<file path="config.mk">
export PLATFORM = sky130hd
export DESIGN_NAME = iec_counter
export DESIGN_NICKNAME = d
export VERILOG_FILES = /design/src/include/iec_pkg.sv /design/src/design/iec_detector.sv /design/src/design/iec_counter.sv
export VERILOG_INCLUDE_DIRS = /design/src /design/src/include
export SDC_FILE = /design/constraint.sdc
export NUM_CORES = 1
export LEC_CHECK = 0
export ABC_AREA = 0
export BUFFER_PORTS_ARGS = -buffer_cell sky130_fd_sc_hd__buf_2
export CAP_MARGIN = 20
export CORE_MARGIN = 4
export CORE_UTILIZATION = 50
export CTS_CLUSTER_DIAMETER = 120
export DETAILED_ROUTE_END_ITERATION = 8
export GPL_ROUTABILITY_DRIVEN = 0
export PLACE_DENSITY = 0.71
export SETUP_SLACK_MARGIN = 0.05
export SLEW_MARGIN = 40
export SYNTH_ARGS = -nofsm -noshare
export SYNTH_HDL_FRONTEND = slang
export SYNTH_SLANG_ARGS = --single-unit
</file>
<file path="constraint.sdc">
create_clock -name ref_clk -period 10.7 [get_ports ref_clk]
set_input_delay 0.535 -clock ref_clk [delete_from_list [all_inputs] [get_ports ref_clk]]
set_output_delay 0.535 -clock ref_clk [all_outputs]
set_load 0.02 [all_outputs]
</file>
<file path="src/include/iec_defs.svh">
`ifndef IEC_DEFS_SVH
`define IEC_DEFS_SVH
// ************************************************************
// Comparator figures in millivolts
// ************************************************************
`define IEC_REF_MV 16'sd1500
`define IEC_HYST_MV 16'sd500
`define IEC_MV_W 16
// ************************************************************
// Counter layout
// ************************************************************
`define IEC_CNT_W 32
`define IEC_CNT_RST 32'h0000_0000
`define IEC_NUM_CH 4
`define IEC_MODE_SINGLE 1'b0
`define IEC_MODE_QUAD 1'b1
`endif

</file>
<file path="src/include/iec_pkg.sv">
package iec_pkg;
   typedef enum logic [1:0] {
      IEC_TYPE_EVENT,
      IEC_TYPE_FREQ,
      IEC_TYPE_TIME,
      IEC_TYPE_POSITION
   } iec_meas_t;
   typedef enum logic {IEC_SYNC_WAIT, IEC_SYNC_RUN} iec_sync_t;
endpackage : iec_pkg

</file>
<file path="src/design/iec_detector.sv">
`timescale 1ns/1ps
`include "iec_defs.svh"
module iec_detector (
   input wire logic ref_clk,
   input wire logic rst,
   input wire logic clk_en,
   input wire logic signed [15:0] level_mv,
   output logic det_out
);
   logic next_det;
   always_comb begin
      next_det = det_out;
      // Hysteresis keeps noise below its width from toggling
      if (!det_out && level_mv > `IEC_REF_MV + (`IEC_HYST_MV >>> 1))
         next_det = 1'b1; // RULE10 RULE11
      else if (det_out && level_mv < `IEC_REF_MV - (`IEC_HYST_MV >>> 1))
         next_det = 1'b0; // RULE10 RULE11
   end
   always_ff @(posedge ref_clk) begin
      if (rst)
         det_out <= 1'b0;
      else if (clk_en)
         det_out <= next_det;
   end
endmodule : iec_detector

</file>
<file path="src/design/iec_counter.sv">
`timescale 1ns/1ps
`include "iec_defs.svh"
// Contract
// RULE1 - Counters stay inactive after start until first index rising edge.
// RULE2 - Index edge releases counters whatever the start trigger state. Here meas_start high holds counting low, loading IEC_SYNC_WAIT unless no_index_sel.
// RULE3 - Index detection re-arms at every measurement start.
// RULE4 - Sensor without index track needs the no-index option selected.
// RULE5 - Index input uses channel one comparator settings.
// RULE6 - Open index input reads high, and high is inactive.
// RULE7 - Quadrature direction comes from the A/B phase relation.
// RULE8 - Time and frequency results come only from the first track.
// RULE9 - Event, frequency and time types run single-track, no sign.
// RULE10 - Detector rises above ref plus half hysteresis, falls below minus.
// RULE11 - Reference 1.5 V, hysteresis 0.5 V: edges at 1.75 and 1.25 V.
// RULE12 - Four tracks act as four single or two quadrature channels.
// RULE13 - Quadrature channel 1 zeroes channel 2; channel 3 zeroes 4.
// RULE14 - Shared index gates all four counter channels together.
// RULE15 - Quadrature counts up one direction, down the other.
module iec_counter
   import iec_pkg::*;
(
   input wire logic ref_clk,
   input wire logic rst,
   input wire logic clk_en,
   input wire logic meas_start,
   input wire logic no_index_sel,
   input wire logic pair_12_quad,
   input wire logic pair_34_quad,
   input wire iec_pkg::iec_meas_t meas_type_1,
   input wire iec_pkg::iec_meas_t meas_type_3,
   input wire logic signed [15:0] track_mv_0,
   input wire logic signed [15:0] track_mv_1,
   input wire logic signed [15:0] track_mv_2,
   input wire logic signed [15:0] track_mv_3,
   input wire logic signed [15:0] index_mv,
   output logic [31:0] count_0,
   output logic [31:0] count_1,
   output logic [31:0] count_2,
   output logic [31:0] count_3,
   output logic dir_0,
   output logic dir_2,
   output logic counting,
   output logic [3:0] track_level
);
   import iec_pkg::*;

   // ************************************************************
   // Comparators
   // ************************************************************
   logic [3:0] det;
   logic idx_det;
   logic signed [15:0] mv [0:3];
   assign mv[0] = track_mv_0;
   assign mv[1] = track_mv_1;
   assign mv[2] = track_mv_2;
   assign mv[3] = track_mv_3;

   genvar g;
   generate
      for (g = 0; g < 4; g++) begin : g_det
         iec_detector u_det (
            .ref_clk(ref_clk),
            .rst(rst),
            .clk_en(clk_en),
            .level_mv(mv[g]),
            .det_out(det[g])
         );
      end
   endgenerate

   // Index shares channel one comparator figures; idle level is high
   iec_detector u_idx ( // RULE5
      .ref_clk(ref_clk),
      .rst(rst),
      .clk_en(clk_en),
      .level_mv(index_mv),
      .det_out(idx_det)
   );

   // ************************************************************
   // Index gating
   // ************************************************************
   iec_sync_t sync_st;
   iec_sync_t next_sync_st;
   logic idx_prev;
   logic next_idx_prev;
   logic idx_valid;
   logic next_idx_valid;

   always_comb begin
      next_sync_st = sync_st;
      // Detector leaves reset low; ignore it for one edge so an
      // open, idle-high index never looks like a rising edge
      next_idx_valid = 1'b1;
      next_idx_prev = idx_valid ? idx_det : 1'b1; // RULE6
      if (meas_start)
         next_sync_st = no_index_sel ? IEC_SYNC_RUN : IEC_SYNC_WAIT; // RULE3
      else begin
         unique case (sync_st)
            IEC_SYNC_WAIT: begin
               // Start trigger plays no part here
               if (idx_det && !idx_prev)
                  next_sync_st = IEC_SYNC_RUN; // RULE1 RULE2
               else if (no_index_sel)
                  next_sync_st = IEC_SYNC_RUN; // RULE4
            end
            IEC_SYNC_RUN: next_sync_st = IEC_SYNC_RUN;
         endcase
      end
   end

   always_ff @(posedge ref_clk) begin
      if (rst) begin
         sync_st <= IEC_SYNC_WAIT;
         idx_prev <= 1'b1;
         idx_valid <= 1'b0;
      end else if (clk_en) begin
         sync_st <= next_sync_st;
         idx_prev <= next_idx_prev;
         idx_valid <= next_idx_valid;
      end
   end

   // One gate for all four channels
   assign counting = (sync_st == IEC_SYNC_RUN) && !meas_start; // RULE14

   // ************************************************************
   // Counting
   // ************************************************************
   logic [3:0] det_prev;
   logic [3:0] next_det_prev;
   logic [31:0] cnt [0:3];
   logic [31:0] next_cnt [0:3];
   logic dir_a;
   logic dir_c;
   logic next_dir_a;
   logic next_dir_c;
   logic quad_a;
   logic quad_c;

   // Only the position type may use direction
   assign quad_a = pair_12_quad && (meas_type_1 == IEC_TYPE_POSITION); // RULE9
   assign quad_c = pair_34_quad && (meas_type_3 == IEC_TYPE_POSITION); // RULE9

   // Rising first-track edge; direction from second track level
   function automatic logic [31:0] step(input logic [31:0] c,
                                        input logic rise,
                                        input logic quad,
                                        input logic b_lvl);
      if (!rise)
         step = c;
      else if (quad && b_lvl)
         step = c - 32'h0000_0001; // RULE15
      else
         step = c + 32'h0000_0001; // RULE8 RULE15
   endfunction : step

   always_comb begin
      next_det_prev = det;
      next_dir_a = dir_a;
      next_dir_c = dir_c;
      for (int i = 0; i < 4; i++)
         next_cnt[i] = cnt[i];
      if (meas_start) begin
         for (int i = 0; i < 4; i++)
            next_cnt[i] = `IEC_CNT_RST;
      end else if (counting) begin
         // Each track counts its own rising edges; B level gives the sign on first tracks only when quad_a or quad_c is set
         next_cnt[0] = step(cnt[0], det[0] && !det_prev[0], quad_a, det[1]);
         next_cnt[2] = step(cnt[2], det[2] && !det_prev[2], quad_c, det[3]);
         next_cnt[1] = step(cnt[1], det[1] && !det_prev[1], 1'b0, 1'b0);
         next_cnt[3] = step(cnt[3], det[3] && !det_prev[3], 1'b0, 1'b0);
         if (quad_a && det[0] && !det_prev[0])
            next_dir_a = det[1]; // RULE7
         if (quad_c && det[2] && !det_prev[2])
            next_dir_c = det[3]; // RULE7
      end
      // Paired second channels read zero
      if (pair_12_quad)
         next_cnt[1] = `IEC_CNT_RST; // RULE12 RULE13
      if (pair_34_quad)
         next_cnt[3] = `IEC_CNT_RST; // RULE12 RULE13
   end

   always_ff @(posedge ref_clk) begin
      if (rst) begin
         det_prev <= 4'h0;
         dir_a <= 1'b0;
         dir_c <= 1'b0;
         for (int i = 0; i < 4; i++)
            cnt[i] <= `IEC_CNT_RST;
      end else if (clk_en) begin
         det_prev <= next_det_prev;
         dir_a <= next_dir_a;
         dir_c <= next_dir_c;
         for (int i = 0; i < 4; i++)
            cnt[i] <= next_cnt[i];
      end
   end

   assign count_0 = cnt[0];
   assign count_1 = cnt[1];
   assign count_2 = cnt[2];
   assign count_3 = cnt[3];
   assign dir_0 = dir_a;
   assign dir_2 = dir_c;
   assign track_level = det;
endmodule : iec_counter

</file>
* Yosys cells after proc, flatten, opt, wreduce, memory -nomap -nowiden
Memories as Yosys holds them, arrays and structs flattened. Index checks and enable logic that the tools add are counted.
Cells by class: mux-type cells 34, magnitude comparators 10, equal/unequal tests 2, bitwise operators 6, $add $sub $neg 6, reductions and logical operators 47
Operators with widths (count):
- $mux W32 | 12
- $mux W128 | 2
- $add A32 B1 Y32 const B | 4
- $gt A16 B12 Y1 const B | 5
- $lt A16 B12 Y1 const B | 5
- $sub A32 B1 Y32 const B | 2
- $logic_and A1 B1 Y1 | 24
- $mux W1 | 19
- $logic_not A1 Y1 | 11
- $reduce_and A2 Y1 | 5
- $reduce_bool A2 Y1 | 5
- $reduce_and A4 Y1 | 2
- $eq A2 B2 Y1 const B | 2
- $or A1 B1 Y1 | 4
- $not A1 Y1 | 2
- $pmux W1 S2 | 1
Storage, ports and cells: bits in writable memories 128, input bits 91, register bits 14, memories kept 1
Memory list:
- cnt | depth 4, bits a word 32, rd ports 4, clocked after Yosys merged registers in 0, wr ports 4, line iec_counter.sv:132 | logic [31:0] cnt [0:3];

* Depth between registers and ports, before layout
word-level depth 9, mapped depth 13, mapped depth without buffers 10

* Cells and area by module
From an unflattened synthesis, not the netlist that was laid out.
Unflattened totals: cell total of the unflattened synthesis 1200, area, all modules 10356.2 sq um
By module, submodules not included:
- iec_counter | sequential area each 4023.9 sq um, area each 9636.7 sq um, cells an instance 1095, times used 1
- iec_detector | sequential area each 20.0 sq um, area each 143.9 sq um, cells an instance 21, times used 5

* Least setup slack after synthesis
Ideal clock, no wire load.
kind input -> register, from in meas_type_1[0], to mem cnt[0][26], data pin, arrival time 3474 ps, stages 13, library setup time 266 ps, buffers on the path 3, data required time 10434 ps, path slack 6960 ps, cell sequence nand4_1 clkbuf_1 clkbuf_1 buf_1 xnor2_1 ha_1 and4_1 nand2_1 o21a_1 a2111oi_1 mux2i_1 xnor2_1 nor2_1
RTL lines:
- start, declared | line iec_counter.sv:29 | input wire iec_pkg::iec_meas_t meas_type_1,
- end, declared | line iec_counter.sv:132

==> impl_metrics.tcl <==
set metrics [dict create \
    status "finished, final reports clean" \
    cp-startpoint "g_det[3].u_det.det_out$_SDFFE_PP0P_" \
    max_freq_mhz 289 \
    reg2reg_setup_slack_ns 7.24 \
    yosys_warnings 0 \
    clock-sinks 142 \
    pin_count 226 \
    nFillCells 1664 \
    register_area_mm2 0.00412 \
    cp-start-kind "register" \
    cts_max_level 4 \
    clock_skew_ns 0.0134 \
    vdd_drop_max_uv 114 \
    maxCapViolCount 0 \
    die_y_um 148 \
    syn_inst 1091 \
    multi_input_area_mm2 0.00527 \
    cts_root_buf "clkbuf_16" \
    yosysUniqueCellTypes 68 \
    cts_tree "built" \
    r2r-start "g_det[3].u_det.det_out$_SDFFE_PP0P_" \
    period_needed_ns 3.46 \
    reg2regPathDepth 11 \
    cp_num_buf_inv 1 \
    wire_per_inst_um 17.5 \
    yosysTopAreaCell "edfxtp_1" \
    hold_path.class "primary input to register" \
    clock_latency_ns 0.42 \
    fin_nets 1365 \
    diodes 0 \
    clockBufferDepth 2 \
    drive_gt1_share_pct 22.4 \
    setup_viol_count_final 0 \
    synthFlopType "edfxtp_1" \
    place_area_mm2 0.0110 \
    yosysTopAreaCellShare_pct 39.4 \
    worst_pin_slew_ns 0.796 \
    post_cts_buffers 0 \
    post_cts_resized 0 \
    grtUsageTotal_pct 24.0 \
    crit_family "simple AND/OR/NAND/NOR gates" \
    hpwl_mm 19.3 \
    cp_slowest_cell "dfxtp_1" \
    routed_wl_mm 27.0 \
    antenna_left 0 \
    drc 0 \
    synth_edf_count 128 \
    synth.avg_cell_area_um2 8.95 \
    die_area_mm2 0.0218 \
    cts_hold_buffers 0 \
    synth.area.top_cells "edfxtp_1 (39%), nor2_1 (7.2%), xor2_1 (5.9%), xnor2_1 (4.6%), mux2i_1 (3.3%)" \
    worstPathCellList "nand4_1, buf_4, xnor2_1, ha_1, or4_1, nor3_1, nand3_1, nand4_1, mux2i_1, xnor2_1, nor2_1" \
    die_w_um 148 \
    grt.overflow.total 0 \
    power_density_mw_per_mm2 131 \
    io_buffer_count 225 \
    coreArea_mm2 0.0190 \
    rows 50 \
    maxSlewViolCount 0 \
    syn2layout_area_growth_pct 18.6 \
    clkTransAtPathRegs_ns 0.06 \
    syn_area_mm2 0.00977 \
    timing.rr.end "cnt[2][28]$_SDFFCE_PP0P_" \
    grt_first_pass_wirelength_mm 43.3 \
    vias 9204 \
    grt_max_degree 60 \
    antenna_found_initial 0 \
    drtIter0Drc 751 \
    synth_nets 1186 \
    p_leak_nw 4.38 \
    seq_area_frac_synth_pct 42.2 \
    period_share_pct 32.4 \
    cp_data_arrival_time_ns 3.61 \
    critPathKind "register to register" \
    grt_pass1_vias 8499 \
    stdcell_area_mm2 0.0116 \
    first_pass_iters 6 \
    rsz0062_at_grt "false" \
    synthArstFlopShare_pct 0 \
    relSlewSlack_pct 46.5 \
    path_depth 11 \
    fin_setup_tns_ns 0 \
    start_util_pct 51.5 \
    viasPerCell 5.97 \
    hold_viol 0 \
    cts_inserted_buffers 17 \
    worst_setup_path_end_kind "register" \
    cp.required_ns 10.85 \
    cp-endpoint "cnt[2][28]$_SDFFCE_PP0P_" \
    crit_fanout 48 \
    crit_path_max_incr_delay_ns 0.47 \
    synth-seq-cells 142 \
]
[synth_stat cells, types with 14 or more instances]
cell type  number
nor3_1         29
edfxtp_1      128
xnor2_1        51
nand2_1        75
nand4_1        38
and2_1         14
nor2_1        188
nor4_1         33
or3_1          18
mux2i_1        32
clkbuf_1       55
xor2_1         66
and3_1         26
nand3_1        54
a21oi_1        47
dfxtp_1        14
o21ai_0        28
or4_1          17
and4_1         16
[worst register-to-register path, cell delays in order (launching register included)]
cell,delay (ns)
dfxtp_1,0.47
nand4_1,0.15
buf_4,0.31
xnor2_1,0.21
ha_1,0.24
or4_1,0.45
nor3_1,0.47
nand3_1,0.29
nand4_1,0.18
mux2i_1,0.24
xnor2_1,0.14
nor2_1,0.05
[through the flow]
step | setup WS (ns) | std cells | util, % | total power (W) | hold WS, ns
after floorplan | 6.96 | 1091 | - | 0.000827 | 0.435
after global placement | 7.14 | 1510 | 57.8 | 0.000908 | 0.448
after detailed placement | 7.08 | 1510 | 57.9 | 0.000912 | 0.462
after CTS | 7.27 | 1542 | 61.1 | 0.00153 | 0.315
after global routing | 6.96 | 1543 | 61.1 | 0.00158 | 0.363
final | 7.24 | 1543 | 61.1 | 0.00152 | 0.343
[layer usage]
layer | vias to the layer above | track usage, % | wire, um
met5 | - | 0 | 0
met4 | 0 | 7.55 | 409
met3 | 28 | 4.38 | 2250
met2 | 462 | 39.6 | 12600
met1 | 4316 | 32.4 | 11700
li1 | 4398 | - | -
[registers in the layout, indices dropped and copies added (netlist names)]
signal	cells
u_idx.det_out	1
dir_0	1
idx_valid	1
sync_st	1
dir_2	1
g_det.u_det.det_out	4
idx_prev	1
det_prev	4
cnt	128
[where the power goes]
group	leakage, nW	switching (W)	internal [W]
Combinational	2.58	0.000124	0.0000747
Clock	0.300	0.000247	0.000372
Sequential	1.50	0.0000614	0.000641
Total	4.38	0.000433	0.00109
[cells by family after synthesis]
kind of cell,after synthesis,synth area share (%)
compound gates,151,10.1
xor+xnor,117,10.5
fa+ha+maj,4,0.513
buf+inv,89,3.95
flops,142,42.2
mux,32,3.28
simple gates,556,29.4
[how the worst min path moves through the flow]
stage	from	endpoint	slack [ns]	cells after the start
after CTS	index_mv[15]	u_idx.det_out$_SDFFE_PP0P_	0.32	2
after global routing	index_mv[15]	u_idx.det_out$_SDFFE_PP0P_	0.36	2
final	index_mv[15]	u_idx.det_out$_SDFFE_PP0P_	0.34	2
after global placement	idx_valid$_SDFFE_PP0P_	idx_valid$_SDFFE_PP0P_	0.45	2
after detailed placement	idx_valid$_SDFFE_PP0P_	idx_valid$_SDFFE_PP0P_	0.46	2
after floorplan	idx_valid$_SDFFE_PP0P_	idx_valid$_SDFFE_PP0P_	0.43	2
[layout by cell type, fill, tap and decap left out, types with 4 or more instances in the layout]
cell and instances:
buf_2 225, nor2_1 186, edfxtp_1 128, nand2_1 74
xor2_1 66, nand3_1 54, xnor2_1 51, a21oi_1 47
nand4_1 38, nor4_1 33, mux2i_1 32, nor3_1 29
o21ai_0 28, and3_1 26, or3_1 18, or4_1 17
clkbuf_16 17, and4_1 16, and2_1 14, dfxtp_1 14
inv_1 13, a31oi_1 12, buf_4 10, nor3b_1 9
nand2b_1 8, nor4b_1 8, a211oi_1 7, a21o_1 6
inv_6 6, nor4_2 5, o41ai_1 5, o22ai_1 5
o31ai_1 5, a31o_2 5, or2_2 4, ha_1 4
[final cells by class]
cell class | instances | area share (%)
clock inverters | 14 | 1.54
repair buffers | 236 | 10.4
flip-flops and latches | 142 | 35.6
well taps | 260 | 2.81
clock buffers | 18 | 3.71
multi-input cells | 860 | 45.5
inverters | 13 | 0.421
(Power assumes the default switching activity.)
